<file path="config.mk">
export PLATFORM = sky130hd
export DESIGN_NAME = pci_function_config_space
export DESIGN_NICKNAME = d
export VERILOG_FILES = /design/src/logic/config_space_pkg.sv /design/src/logic/error_status_tracker.sv /design/src/logic/pci_function_config_space.sv /design/src/logic/product_data_port.sv
export SDC_FILE = /design/constraint.sdc
export NUM_CORES = 1
export LEC_CHECK = 0
export ABC_CLOCK_PERIOD_IN_PS = 2550
export BUFFER_PORTS_ARGS = -buffer_cell sky130_fd_sc_hd__clkbuf_2
export CAP_MARGIN = 10
export CELL_PAD_IN_SITES_DETAIL_PLACEMENT = 1
export CELL_PAD_IN_SITES_GLOBAL_PLACEMENT = 2
export CORE_MARGIN = 4
export CORE_UTILIZATION = 35
export CTS_CLUSTER_SIZE = 16
export DETAILED_ROUTE_END_ITERATION = 8
export PLACE_DENSITY = 0.8
export REMOVE_ABC_BUFFERS = 1
export SYNTH_ARGS = -nofsm -noshare
export SYNTH_HDL_FRONTEND = slang
export SYNTH_SLANG_ARGS = --single-unit
</file>
<file path="constraint.sdc">
create_clock -name MCLK -period 2.55 [get_ports MCLK]
set_input_delay 0.3825 -clock MCLK [delete_from_list [all_inputs] [get_ports MCLK]]
set_output_delay 0.3825 -clock MCLK [all_outputs]
set_load 0.02 [all_outputs]
</file>
<file path="src/logic/config_space_pkg.sv">
package config_space_pkg;

  // ******************************************************
  // Register byte offsets
  // ******************************************************
  localparam logic [7:0] OFS_ID_PAIR    = 8'h00;
  localparam logic [7:0] OFS_CMD_STAT   = 8'h04;
  localparam logic [7:0] OFS_REV_CLASS  = 8'h08;
  localparam logic [7:0] OFS_SUBSYS     = 8'h2C;
  localparam logic [7:0] OFS_CAP_PTR    = 8'h34;
  localparam logic [7:0] OFS_DEV_CTRL   = 8'h40;
  localparam logic [7:0] OFS_PD_CAP     = 8'h44;
  localparam logic [7:0] OFS_PD_WORD    = 8'h48;
  localparam logic [7:0] OFS_PWR_CAP    = 8'h4C;
  localparam logic [7:0] OFS_PWR_CTRL   = 8'h50;

  // ******************************************************
  // Function decode and constant fields
  // ******************************************************
  localparam logic [2:0]  OWN_FUNCTION    = 3'h3;
  localparam logic [23:0] CLASS_CODE      = 24'h048000;
  localparam logic [7:0]  CAPABILITY_LIST_PRESENT_START  = 8'h34;
  localparam logic [7:0]  FIRST_CAP       = 8'h44;
  localparam logic [7:0]  PD_CAP_ID       = 8'h03;
  localparam logic [7:0]  PD_NEXT_PTR     = 8'h4C;
  localparam logic [7:0]  PWR_CAP_ID      = 8'h01;
  localparam logic [7:0]  PWR_NEXT_PTR    = 8'h00;
  localparam logic [2:0]  PWR_VERSION     = 3'h2;
  localparam logic [1:0]  SELECT_SPEED    = 2'h1;

  // ******************************************************
  // Field positions
  // ******************************************************
  localparam int POS_READY_EN    = 8;
  localparam int POS_READY_STAT  = 16;
  localparam int POS_RETRY_LIMIT = 4;
  localparam int POS_COMPAT      = 3;
  localparam int POS_SUBSYS_WE   = 0;
  localparam int POS_SPECIAL_INIT = 21;
  localparam int POS_PWR_VERSION = 16;
  localparam int POS_PD_FLAG     = 31;
  localparam int POS_PD_ADDR     = 16;

  // ******************************************************
  // Reset values and power-state codes
  // ******************************************************
  localparam logic [4:0]  RST_READY_EN    = 5'h1F;
  localparam logic [2:0]  RST_RETRY_LIMIT = 3'h3;
  localparam logic [1:0]  RST_POWER_STATE = 2'h0;
  localparam logic [1:0]  PWR_D0          = 2'h0;
  localparam logic [1:0]  PWR_D3_HOT      = 2'h3;

  // ******************************************************
  // Carriers
  // ******************************************************
  typedef struct packed {
    logic addr_parity;
    logic data_parity;
    logic system_error_request;
    logic initiator_abort;
    logic target_abort;
    logic perr_driven_on_read;
    logic perr_seen_on_write;
  } bus_event_s;

  typedef struct packed {
    logic parity_error_detected;
    logic system_error_signalled;
    logic initiator_abort_received;
    logic target_abort_received;
    logic initiator_data_parity_error;
  } error_flags_s;

  typedef enum logic [1:0] {
    PD_IDLE  = 2'b00,
    PD_READ  = 2'b01,
    PD_WRITE = 2'b10
  } pd_state_e;

endpackage

</file>
<file path="src/logic/error_status_tracker.sv">
`timescale 1ns/1ps
module error_status_tracker
  import config_space_pkg::*;
(
  input  wire logic         clk,
  input  wire logic         rst_n,
  input  wire bus_event_s   events,
  input  wire error_flags_s clear,
  input  wire logic         system_error_driver_enable,
  input  wire logic         parity_response_enable,
  output error_flags_s      flags,
  output logic              serr_drive
);

  typedef struct packed {
    error_flags_s flags;
    logic         serr_drive;
  } state_s;

  state_s state;
  state_s next_state;
  error_flags_s set;

  // ******************************************************
  // Sticky flags
  // ******************************************************
  // Set terms are ORed after the clear so an event in the
  // clearing cycle survives.
  always_comb begin
    next_state = state;
    next_state.serr_drive = system_error_driver_enable &
      (events.system_error_request |
       (events.addr_parity & parity_response_enable));
    set.parity_error_detected = events.addr_parity | events.data_parity;
    set.system_error_signalled = next_state.serr_drive;
    set.initiator_abort_received = events.initiator_abort;
    set.target_abort_received = events.target_abort;
    set.initiator_data_parity_error = parity_response_enable &
      (events.perr_driven_on_read | events.perr_seen_on_write);
    next_state.flags = (state.flags & ~clear) | set;
  end

  always_ff @(posedge clk or negedge rst_n) begin
    if (!rst_n) begin
      state <= '0;
    end else begin
      state <= next_state;
    end
  end

  assign flags = state.flags;
  assign serr_drive = state.serr_drive;

endmodule

</file>
<file path="src/logic/pci_function_config_space.sv">
// Summary of operation
// - Five unit ready-enable bits reset to one; clear disables that unit's retry logic.
// - Three-bit retry limit, default three, bounds DMA retries before switching channel.
// - One compatibility-mode bit, default zero, applies to all functions.
// - Subsystem ID writes are accepted only while the write-enable bit is one.
// - Done flag sets after a four-byte read, clears after a four-byte write.
// - Product-data header returns ID three and next pointer 4C.
// - Each transfer moves four bytes, low byte at the given address.
// - Power capability returns ID one, version two, next pointer zero.
// - Power capability shows no D1, D2, wake events; special init required.
// - Power-state field is read/write, resets to D0; 11 is D3 hot.
// - Writes requesting D1 or D2 leave the power-state field unchanged.
// - Wake status, enable, data fields and bridge byte read as zero.
// - Configuration accesses are answered only when function number is three.
// - Offset zero returns part identifier high and maker identifier low.
// - Status keeps sticky parity, system error, initiator and target abort bits.
// - Initiator data-parity bit sets on PERR only while parity response enabled.
// - Select timing is medium and target abort signalled always reads zero.
// - SERR driven only when enabled; address parity also needs parity response.
// - Master cycles need initiator enable, memory claims need memory enable; no I/O.
// - Status shows capability list and target back-to-back; class code 048000.
`timescale 1ns/1ps
module pci_function_config_space
  import config_space_pkg::*;
#(
  parameter logic [15:0] PART_ID  = 16'h0A5A, // Arbitrary value.
  parameter logic [15:0] MAKER_ID = 16'h1234, // Arbitrary value.
  parameter logic [7:0]  REVISION = 8'h00  // Arbitrary value.
) (
  input  wire logic        MCLK,
  input  wire logic        RST_N,
  input  wire logic        CFG_STROBE,
  input  wire logic        CFG_WRITE,
  input  wire logic [2:0]  CFG_FUNC,
  input  wire logic [7:0]  CFG_ADDR,
  input  wire logic [3:0]  CFG_BE,
  input  wire logic [31:0] CFG_WDATA,
  output logic             CFG_ACK,
  output logic [31:0]      CFG_RDATA,
  input  wire bus_event_s  BUS_EVENTS,
  output logic             SERR_OUT,
  output logic             SERR_OE,
  output logic             MASTER_ENABLE,
  output logic             MEMORY_ENABLE,
  input  wire logic [4:0]  UNIT_BUSY,
  output logic [4:0]       UNIT_RETRY,
  input  wire logic        DMA_RETRY,
  output logic             DMA_CHANNEL,
  output logic             COMPAT_MODE,
  output logic [1:0]       POWER_STATE,
  output logic             EE_REQ,
  output logic             EE_WRITE,
  output logic [14:0]      EE_ADDR,
  output logic [31:0]      EE_WDATA,
  input  wire logic        EE_DONE,
  input  wire logic [31:0] EE_RDATA
);

  // ******************************************************
  // Helpers
  // ******************************************************
  function automatic logic [31:0] merge_bytes(
    input logic [31:0] old_value,
    input logic [31:0] new_value,
    input logic [3:0]  lanes
  );
    logic [31:0] result;
    result = old_value;
    for (int i = 0; i < 4; i++) begin
      if (lanes[i]) begin
        result[8*i +: 8] = new_value[8*i +: 8];
      end
    end
    return result;
  endfunction

  // ******************************************************
  // State
  // ******************************************************
  // Subsystem identifiers come up as zero; no EEPROM preload at reset is modelled.
  typedef struct packed {
    logic        ack;
    logic [31:0] rdata;
    logic [4:0]  ready_enable;
    logic [2:0]  arbiter_retry_limit;
    logic        host_bridge_compat_enable;
    logic        subsystem_id_write_enable;
    logic        system_error_driver_enable;
    logic        parity_response_enable;
    logic        write_invalidate_enable;
    logic        bus_initiator_enable;
    logic        memory_space_enable;
    logic [1:0]  current_power_state;
    logic [31:0] subsystem_ids;
    logic [4:0]  unit_retry;
    logic [2:0]  retry_count;
    logic        channel;
  } state_s;

  state_s state;
  state_s next_state;

  logic         hit;
  logic         wr_hit;
  logic [31:0]  wmerged;
  logic [31:0]  read_value;
  logic [31:0]  cmd_stat;
  error_flags_s err_flags;
  error_flags_s err_clear;
  logic         serr_drive;
  logic         pd_start;
  logic         pd_data_write;
  logic         pd_flag;
  logic [14:0]  pd_addr;
  logic [31:0]  pd_data;
  logic         pd_req;
  logic         pd_wr;

  // ******************************************************
  // Decode
  // ******************************************************
  // Accesses to other function numbers are left unanswered.
  assign hit = CFG_STROBE & (CFG_FUNC == OWN_FUNCTION);
  assign wr_hit = hit & CFG_WRITE;
  assign wmerged = CFG_WDATA;

  // Write-one-to-clear only acts when the top status byte lane (CFG_BE[3]) is enabled.
  always_comb begin
    err_clear = '0;
    if (wr_hit && CFG_ADDR == OFS_CMD_STAT && CFG_BE[3]) begin
      err_clear.parity_error_detected = CFG_WDATA[31];
      err_clear.system_error_signalled = CFG_WDATA[30];
      err_clear.initiator_abort_received = CFG_WDATA[29];
      err_clear.target_abort_received = CFG_WDATA[28];
      err_clear.initiator_data_parity_error = CFG_WDATA[24];
    end
  end

  // The address field and flag share the top two lanes, so a
  // start needs both of them written in one access.
  assign pd_start = wr_hit & (CFG_ADDR == OFS_PD_CAP) & (&CFG_BE[3:2]);
  assign pd_data_write = wr_hit & (CFG_ADDR == OFS_PD_WORD);

  // ******************************************************
  // Status tracking and product data transfers
  // ******************************************************
  error_status_tracker u_errors (
    .clk                        (MCLK),
    .rst_n                      (RST_N),
    .events                     (BUS_EVENTS),
    .clear                      (err_clear),
    .system_error_driver_enable (state.system_error_driver_enable),
    .parity_response_enable     (state.parity_response_enable),
    .flags                      (err_flags),
    .serr_drive                 (serr_drive)
  );

  product_data_port u_product_data (
    .clk          (MCLK),
    .rst_n        (RST_N),
    .start        (pd_start),
    .start_flag   (CFG_WDATA[POS_PD_FLAG]),
    .start_addr   (CFG_WDATA[30:16]),
    .data_write   (pd_data_write),
    .data_value   (merge_bytes(pd_data, CFG_WDATA, CFG_BE)),
    .ee_done      (EE_DONE),
    .ee_rdata     (EE_RDATA),
    .done_flag    (pd_flag),
    .byte_address (pd_addr),
    .data_word    (pd_data),
    .ee_req       (pd_req),
    .ee_write     (pd_wr)
  );

  // ******************************************************
  // Read mux
  // ******************************************************
  always_comb begin
    cmd_stat = '0;
    cmd_stat[31] = err_flags.parity_error_detected;
    cmd_stat[30] = err_flags.system_error_signalled;
    cmd_stat[29] = err_flags.initiator_abort_received;
    cmd_stat[28] = err_flags.target_abort_received;
    cmd_stat[27] = 1'b0;
    cmd_stat[26:25] = SELECT_SPEED;
    cmd_stat[24] = err_flags.initiator_data_parity_error;
    cmd_stat[23] = 1'b1;
    cmd_stat[21] = 1'b0;
    cmd_stat[20] = 1'b1;
    cmd_stat[8] = state.system_error_driver_enable;
    cmd_stat[6] = state.parity_response_enable;
    cmd_stat[4] = state.write_invalidate_enable;
    cmd_stat[2] = state.bus_initiator_enable;
    cmd_stat[1] = state.memory_space_enable;
    cmd_stat[0] = 1'b0;
  end

  // Unmapped offsets read as zero; writes to them are acknowledged and dropped.
  always_comb begin
    read_value = '0;
    case (CFG_ADDR)
      OFS_ID_PAIR: begin
        read_value = {PART_ID, MAKER_ID};
      end
      OFS_CMD_STAT: begin
        read_value = cmd_stat;
      end
      OFS_REV_CLASS: begin
        read_value = {CLASS_CODE, REVISION};
      end
      OFS_SUBSYS: begin
        read_value = state.subsystem_ids;
      end
      OFS_CAP_PTR: begin
        read_value[7:0] = FIRST_CAP;
      end
      OFS_DEV_CTRL: begin
        read_value[POS_READY_STAT +: 5] = ~UNIT_BUSY | ~state.ready_enable;
        read_value[POS_READY_EN +: 5] = state.ready_enable;
        read_value[POS_RETRY_LIMIT +: 3] = state.arbiter_retry_limit;
        read_value[POS_COMPAT] = state.host_bridge_compat_enable;
        read_value[POS_SUBSYS_WE] = state.subsystem_id_write_enable;
      end
      OFS_PD_CAP: begin
        read_value = {pd_flag, pd_addr, PD_NEXT_PTR, PD_CAP_ID};
      end
      OFS_PD_WORD: begin
        read_value = pd_data;
      end
      OFS_PWR_CAP: begin
        read_value[POS_SPECIAL_INIT] = 1'b1;
        read_value[POS_PWR_VERSION +: 3] = PWR_VERSION;
        read_value[15:8] = PWR_NEXT_PTR;
        read_value[7:0] = PWR_CAP_ID;
      end
      OFS_PWR_CTRL: begin
        read_value[1:0] = state.current_power_state;
      end
      default: begin
        read_value = '0;
      end
    endcase
  end

  // ******************************************************
  // Register writes, unit gating and DMA arbiter
  // ******************************************************
  always_comb begin
    next_state = state;
    next_state.ack = hit;
    next_state.rdata = (hit && !CFG_WRITE) ? read_value : '0;
    // Byte lanes whose enable is low keep their old contents.
    if (wr_hit) begin
      case (CFG_ADDR)
        OFS_CMD_STAT: begin
          if (CFG_BE[1]) begin
            next_state.system_error_driver_enable = wmerged[8];
          end
          if (CFG_BE[0]) begin
            next_state.parity_response_enable = wmerged[6];
            next_state.write_invalidate_enable = wmerged[4];
            next_state.bus_initiator_enable = wmerged[2];
            next_state.memory_space_enable = wmerged[1];
          end
        end
        OFS_SUBSYS: begin
          if (state.subsystem_id_write_enable) begin
            next_state.subsystem_ids =
              merge_bytes(state.subsystem_ids, wmerged, CFG_BE);
          end
        end
        OFS_DEV_CTRL: begin
          if (CFG_BE[1]) begin
            next_state.ready_enable = wmerged[POS_READY_EN +: 5];
          end
          if (CFG_BE[0]) begin
            next_state.arbiter_retry_limit = wmerged[POS_RETRY_LIMIT +: 3];
            next_state.host_bridge_compat_enable = wmerged[POS_COMPAT];
            next_state.subsystem_id_write_enable = wmerged[POS_SUBSYS_WE];
          end
        end
        OFS_PWR_CTRL: begin
          // D1 and D2 are unsupported, so such a write keeps the old state.
          if (CFG_BE[0] &&
              (wmerged[1:0] == PWR_D0 || wmerged[1:0] == PWR_D3_HOT)) begin
            next_state.current_power_state = wmerged[1:0];
          end
        end
        default: begin
          next_state.ack = hit;
        end
      endcase
    end
    // A cleared enable lets accesses through without retry, so
    // software must poll the unit itself.
    next_state.unit_retry = state.ready_enable & UNIT_BUSY;
    // The count restarts on each switch; a limit of zero switches on every retry.
    if (DMA_RETRY && state.bus_initiator_enable) begin
      if (state.retry_count >= state.arbiter_retry_limit) begin
        next_state.retry_count = 3'h0;
        next_state.channel = ~state.channel;
      end else begin
        next_state.retry_count = state.retry_count + 3'h1;
      end
    end
  end

  always_ff @(posedge MCLK or negedge RST_N) begin
    if (!RST_N) begin
      state <= '0;
      state.ready_enable <= RST_READY_EN;
      state.arbiter_retry_limit <= RST_RETRY_LIMIT;
      state.current_power_state <= RST_POWER_STATE;
    end else begin
      state <= next_state;
    end
  end

  // ******************************************************
  // Outputs
  // ******************************************************
  assign CFG_ACK = state.ack;
  assign CFG_RDATA = state.rdata;
  // The error pin is open drain: only its enable moves, the value stays low.
  assign SERR_OUT = 1'b0;
  assign SERR_OE = serr_drive;
  assign MASTER_ENABLE = state.bus_initiator_enable;
  assign MEMORY_ENABLE = state.memory_space_enable;
  assign UNIT_RETRY = state.unit_retry;
  assign DMA_CHANNEL = state.channel;
  assign COMPAT_MODE = state.host_bridge_compat_enable;
  assign POWER_STATE = state.current_power_state;
  assign EE_REQ = pd_req;
  assign EE_WRITE = pd_wr;
  assign EE_ADDR = pd_addr;
  assign EE_WDATA = pd_data;

endmodule

</file>
<file path="src/logic/product_data_port.sv">
`timescale 1ns/1ps
module product_data_port
  import config_space_pkg::*;
(
  input  wire logic        clk,
  input  wire logic        rst_n,
  input  wire logic        start,
  input  wire logic        start_flag,
  input  wire logic [14:0] start_addr,
  input  wire logic        data_write,
  input  wire logic [31:0] data_value,
  input  wire logic        ee_done,
  input  wire logic [31:0] ee_rdata,
  output logic             done_flag,
  output logic [14:0]      byte_address,
  output logic [31:0]      data_word,
  output logic             ee_req,
  output logic             ee_write
);

  typedef struct packed {
    pd_state_e   fsm;
    logic        flag;
    logic [14:0] addr;
    logic [31:0] data;
    logic        req;
    logic        wr;
  } state_s;

  state_s state;
  state_s next_state;

  // ******************************************************
  // Transfer sequencer
  // ******************************************************
  // A new start while a transfer runs is ignored; the EEPROM
  // engine cannot abort a word already under way.
  always_comb begin
    next_state = state;
    case (state.fsm)
      PD_IDLE: begin
        if (data_write) begin
          next_state.data = data_value;
        end
        if (start) begin
          next_state.flag = start_flag;
          next_state.addr = start_addr;
          next_state.req = 1'b1;
          next_state.wr = start_flag;
          next_state.fsm = start_flag ? PD_WRITE : PD_READ;
        end
      end
      PD_READ: begin
        if (ee_done) begin
          next_state.data = ee_rdata;
          next_state.flag = 1'b1;
          next_state.req = 1'b0;
          next_state.fsm = PD_IDLE;
        end
      end
      PD_WRITE: begin
        if (ee_done) begin
          next_state.flag = 1'b0;
          next_state.req = 1'b0;
          next_state.fsm = PD_IDLE;
        end
      end
      default: begin
        next_state.fsm = PD_IDLE;
        next_state.req = 1'b0;
      end
    endcase
  end

  always_ff @(posedge clk or negedge rst_n) begin
    if (!rst_n) begin
      state <= '0;
    end else begin
      state <= next_state;
    end
  end

  assign done_flag = state.flag;
  assign byte_address = state.addr;
  assign data_word = state.data;
  assign ee_req = state.req;
  assign ee_write = state.wr;

endmodule
</file>
# Yosys cells after proc, flatten, opt, wreduce, memory -nomap -nowiden
# Index checks and enable logic that the tools add are counted.
[word_totals] register_bits=149 in_bits=97
[op_classes] add_sub_neg=1 magnitude_cmp=1 n_eq_ne=21 mux=30 bitwise_logic=19 n_reduce_logical=33
[op_table] cell="two-way mux 32 bit" count=2
[op_table] cell="case mux 32 bit (2 select lines)" count=1
[op_table] cell="case mux 10 bit (6 select lines)" count=1
[op_table] cell="== test 8 x 7 -> 1 bit (second input constant)" count=5
[op_table] cell="AND reduction 4 bit" count=9
[op_table] cell="two-way mux 33 bit" count=1
[op_table] cell="two-way mux 8 bit" count=4
[op_table] cell="case mux 5 bit (6 select lines)" count=1
[op_table] cell="case mux 4 bit (6 select lines)" count=1
[op_table] cell="two-way mux 18 bit" count=1
[op_table] cell="AND reduction 3 bit" count=6
[op_table] cell="== test 8 x 6 -> 1 bit (second input constant)" count=2
[op_table] cell="!= test 2 bit (second input constant)" count=8
[op_table] cell="inverter 5 bit" count=3
[op_table] cell="case mux 3 bit (5 select lines)" count=1
[op_table] cell="case mux 2 bit (6 select lines)" count=1
[op_table] cell="bitwise AND 5 bit" count=2
[op_table] cell="bitwise OR 5 bit" count=2
[op_table] cell="case mux 1 bit (5 select lines)" count=2
[op_table] cell="two-way mux 3 bit" count=3
[op_table] cell="case mux 3 bit (3 select lines)" count=1
[op_table] cell="bitwise AND 1 bit" count=8
[op_table] cell="== test 8 x 3 -> 1 bit (second input constant)" count=1
[op_table] cell="== test 8 x 4 -> 1 bit (second input constant)" count=1
[op_table] cell="23 further kinds" count=38

# Depth between registers and ports, before layout
[logic_depth] ltp_word=9 mapped_depth=8 mapped_depth_nobuf=6

# Hierarchy
# Synthesis repeated with hierarchy kept, for this count alone.
[unflattened] cells_unflattened=722 hier_area_um2=8409.3
[by_module_without_submodules] module="pci_function_config_space" instances=1 cells_each=487 area_each_um2=5327.6 seq_area_each_um2=2285.9
[by_module_without_submodules] module="product_data_port" instances=1 cells_each=214 area_each_um2=2856.5 seq_area_each_um2=1301.2
[by_module_without_submodules] module="error_status_tracker" instances=1 cells_each=21 area_each_um2=225.2 seq_area_each_um2=150.1

# Least setup slack after synthesis
# OpenSTA, ideal clock, no wires.
[synth_timing] kind="input to register" start="in CFG_ADDR[0]" end="reg u_product_data.state (netlist bit u_product_data.byte_address[10])" setup_ns=0.125 t_arrival_ns=2.202 slack_ns=0.223 cell_stages=7 path_cell_list="buf_4 > or4b_1 > buf_6 > nor4_4 > nand2_4 > buf_6 > mux2_4"
[synth_via] elab_chain_cells=4
[synth_rtl] element="from (decl)" line="pci_function_config_space.sv:35" rtl="input wire logic [7:0] CFG_ADDR,"
[synth_rtl] element="== test 8 x 7 -> 1 bit" line="pci_function_config_space.sv:141" rtl="assign pd_start = wr_hit & (CFG_ADDR == OFS_PD_CAP) & (&CFG_BE[3:2]);"
[synth_rtl] element="bitwise AND 1 bit (2 in series)" line="pci_function_config_space.sv:141"
[synth_rtl] element="AND reduction 2 bit (no source line)"
[synth_rtl] element="to (signal assigned)" line="product_data_port.sv:79" rtl="state <= next_state;"
[synth_rtl] element="to (decl)" line="product_data_port.sv:30" rtl="state_s state;"
# No other way between the ends.
# A chain may end at the register's enable or synchronous reset.

# Worst setup path after layout
[layout_timing] start="reg u_product_data.state[51] in the netlist's numbering" end="reg u_product_data.state (netlist bit u_product_data.data_word[6])"
[layout_via] elab_chain_cells=3 word_cells_on_any_way=8 classes_between="eq/ne (4); mux (1); reduce/logical (3)"
[layout_rtl] element="== test 2 x 1 -> 1 bit / zero test 2 bit (equally long branches)" line="product_data_port.sv:40" rtl="case (state.fsm)"
[layout_rtl] element="!= test 2 bit (no source line) / nonzero test 2 bit (equally long branches)"
[layout_rtl] element="AND reduction 4 bit (no source line)"
# Parallel ways exist; a longest one is shown, timed or not.

==> impl_metrics.py <==
metrics = {
    "critical_path": {
        "cp-end-kind": "flop",
        "worst-setup-path-type": "flop to flop",
        "rrSetupSlack_ns": 0.52,
        "worstSetupStartpointType": "flop",
        "worstReg2RegStart": "u_product_data.state[51]",
        "rr_endpoint": "u_product_data.data_word[6]",
        "worst_ep_required_time_ns": 2.86,
        "worst_r2r_path_depth": 5,
        "cp.arrival_ns": 2.34,
        "timing.critical_path.fanout_max": 8,
    },
    "route": {
        "detail_route.wl_per_cell_um": 21.8,
        "drt_drc_violations_left": 0,
        "route.layer.met1.wl_mm": 11.2,
        "wire_length_reported_by_the_detailed_router_mm": 24.5,
        "dr.max_layer_used": "met5",
        "detailedRoute.firstIterationViolations": 227,
        "vias": 5889,
        "antenna_violating_nets_post_route": 0,
        "avgViaCountPerCell": 5.23,
        "wl_met2_mm": 11.5,
        "drt-pass1-iter-count": 4,
        "detailroute.wirelength.met3_mm": 1.41,
    },
    "timing": {
        "post-route-worst-setup-slack_ns": 0.519,
        "rsz0062_at_grt": "no",
        "peak_freq_ghz": 0.492,
        "timing.final.setup_violations": 0,
        "clock_skew_ns": 0.0106,
        "fin_crit_sh_pct": 79.6,
        "worst_slew_pin_slew_ns": 0.805,
        "finalHoldWorstSlack_ns": 0.0735,
        "period_minus_slack_ns": 2.03,
        "hold_violations": 0,
        "max-slew-margin-rel_pct": 46.3,
        "slew_violations": 0,
    },
    "outcome": {
        "outcome": "completed",
    },
    "cells_and_area": {
        "layout-area-overhead-vs-synth_pct": 18.5,
        "post_route_cells_drive_above_1_share_pct": 49.2,
        "antenna_cells": 0,
        "nNetsFinal": 938,
        "multiInputGateArea_um2": 3380,
        "fillerInstances": 2471,
        "post_layout_nonfiller_instances": 1125,
        "sequential_cell_area_um2": 3740,
    },
    "clock_network": {
        "cts_root_buf": "clkbuf_16",
        "cts-buffers-inserted": 17,
        "post_cts_resized": 0,
        "post_cts_hold_buffer_count": 0,
        "postCtsSetupBuffers": 0,
        "tritoncts_num_sinks": 149,
        "cts_h_tree_depth": 4,
        "cts_tree": "built",
        "clk-insertion-delay-late_ns": 0.43,
        "cts.reportedPaths.clkPinSlew_ns": 0.06,
        "clock_path_buffers": 2,
    },
    "yosys": {
        "post-synth-top-count-cell": "dfrtp_1",
        "synth_area_leaders": "dfrtp_1, mux2_2, buf_4",
        "postSynth.asyncResetShare_pct": 100,
        "ys_dominant_reg_cell": "dfrtp_1",
        "yosysTopAreaCell": "dfrtp_1",
        "syn_avg_cell_area_um2": 11.3,
        "post_synth_num_cell_types": 65,
        "ys_top_cells_by_count": "dfrtp_1, mux2_2, buf_4",
        "post_synth_edffs": 0,
        "yosysWarnings": 0,
        "synth_top_area_share_pct": 44.5,
        "synth-seq-area-share_pct": 46.8,
        "synthCells": 705,
        "synth_seq_cells": 149,
        "synth_area_um2": 7980,
    },
    "pwr": {
        "power_density_nw_per_um2": 738,
        "leakagePower_nw": 4.60,
        "worst_ir_drop_vdd_v": 0.000535,
    },
    "global_route": {
        "wire_length_of_the_first_global_routing_pass_mm": 38.8,
        "grt_overflow_total": 0,
        "first_global_vias": 6503,
        "antenna_found_initial": 2,
        "grt_use_total_pct": 19.6,
        "grt_start_max_net_pins": 150,
    },
    "floorplanning": {
        "fp.coreArea_um2": 22200,
        "floorplan.die.height_um": 159,
        "die_outline_area_um2": 25300,
        "std_cell_rows": 54,
        "floorplan.io_pins": 192,
        "horizontal_die_dimension_um": 159,
        "initial_util_pct": 36.0,
    },
    "place": {
        "place_ws_ns": 0.193,
        "inst_count_dp": 1094,
        "dp_hpwl_mm": 17.9,
        "final_replace_weighted_congestion": 0.851,
        "port_buffer_cells": 190,
    },
    "flow_run": {
        "max-cap-violations": 0,
    },
    "hold_path": {
        "holdCritPathClass": "input port to async pin",
    },
}
==> critical path, stage by stage (launching register included) <==
cell and delay, ns:
dfrtp_1 0.42, inv_1 0.11, ha_2 0.19, mux2i_1 0.35
a21o_1 0.45, mux2_2 0.39
==> metrics by stage <==
| stage | setup TNS (ns) | area, µm² | total power [mW] | utilization [%] |
|---|---|---|---|---|
| floorplan | -1.45 | 7160 | 3.61 | - |
| global placement | 0 | 8820 | 4.27 | 39.8 |
| detailed placement | 0 | 8820 | 4.30 | 39.8 |
| CTS | 0 | 9460 | 7.08 | 42.7 |
| global route | 0 | 9460 | 7.32 | 42.7 |
| finish | 0 | 9460 | 6.98 | 42.7 |
==> cells by family after synthesis <==
logic type      after synthesis  share of synthesized area (%)
simple gates                155                           11.4
fa+ha+maj                     8                           1.25
other cells                   1                         0.0470
flops                       149                           46.8
compound gates              121                           10.6
xor+xnor                      1                          0.110
buf+inv                     140                           11.1
mux                         130                           18.7
==> worst max-delay path by stage <==
| stage | from | end | slack (ns) |
|---|---|---|---|
| after global routing | u_product_data.state[51] | u_product_data.done_flag | 0.37 |
| after detailed placement | CFG_ADDR[5] | CFG_RDATA[17] | 0.19 |
| after floorplan | u_product_data.state[51] | u_product_data.data_word[0] | -0.06 |
| final | u_product_data.state[51] | u_product_data.data_word[6] | 0.52 |
| after CTS | u_product_data.state[51] | u_product_data.data_word[3] | 0.52 |
| after global placement | CFG_ADDR[1] | u_product_data.byte_address[6] | 0.25 |
==> registers in the layout, summed over array words and instances (netlist names) <==
name	flops
CFG_ACK	1
CFG_RDATA	32
COMPAT_MODE	1
DMA_CHANNEL	1
MASTER_ENABLE	1
MEMORY_ENABLE	1
POWER_STATE	2
UNIT_RETRY	5
cmd_stat	3
state	44
u_errors.flags	5
u_errors.serr_drive	1
u_product_data.byte_address	15
u_product_data.data_word	32
u_product_data.done_flag	1
u_product_data.ee_req	1
u_product_data.ee_write	1
u_product_data.state	2
==> placed cells by master (no fill, tap or decap), types with 7 or more instances in the layout <==
master,Yosys,final
ha_1,8,7
a21o_1,13,13
and3_1,14,14
nand4_1,9,9
nor2_1,25,25
clkbuf_2,0,189
mux2_2,114,114
inv_1,15,15
a21oi_1,26,26
o21ai_0,19,19
mux2_4,10,10
and2_1,11,11
nand3_1,7,7
a22oi_1,18,18
dfstp_2,7,7
buf_4,88,43
clkbuf_16,0,17
dfrtp_1,142,142
nand3b_1,7,7
nand2_1,32,32
==> cell type report <==
class                           instances  share of cell area, %
Sequential cell                       149                   39.5
Multi-Input combinational cell        416                   35.7
Timing Repair Buffer                  234                   13.7
Clock buffer                           21                   4.97
Tap cell                              280                   3.70
Clock inverter                         10                   1.80
Inverter                               15                  0.595
==> per-layer routing <==
layer,track usage (%),vias up
met4,5.76,4
met3,5.41,28
met1,26.1,2971
met5,0,-
li1,-,2702
met2,31.5,184
==> report_power, final <==
group / internal (mW) / leakage [nW] / switching, mW
combinational: 0.564 / 2.33 / 0.785
clock: 1.72 / 0.306 / 1.04
sequential: 2.64 / 1.96 / 0.239
total: 4.92 / 4.60 / 2.06
Power figures use the tool's default switching activity.
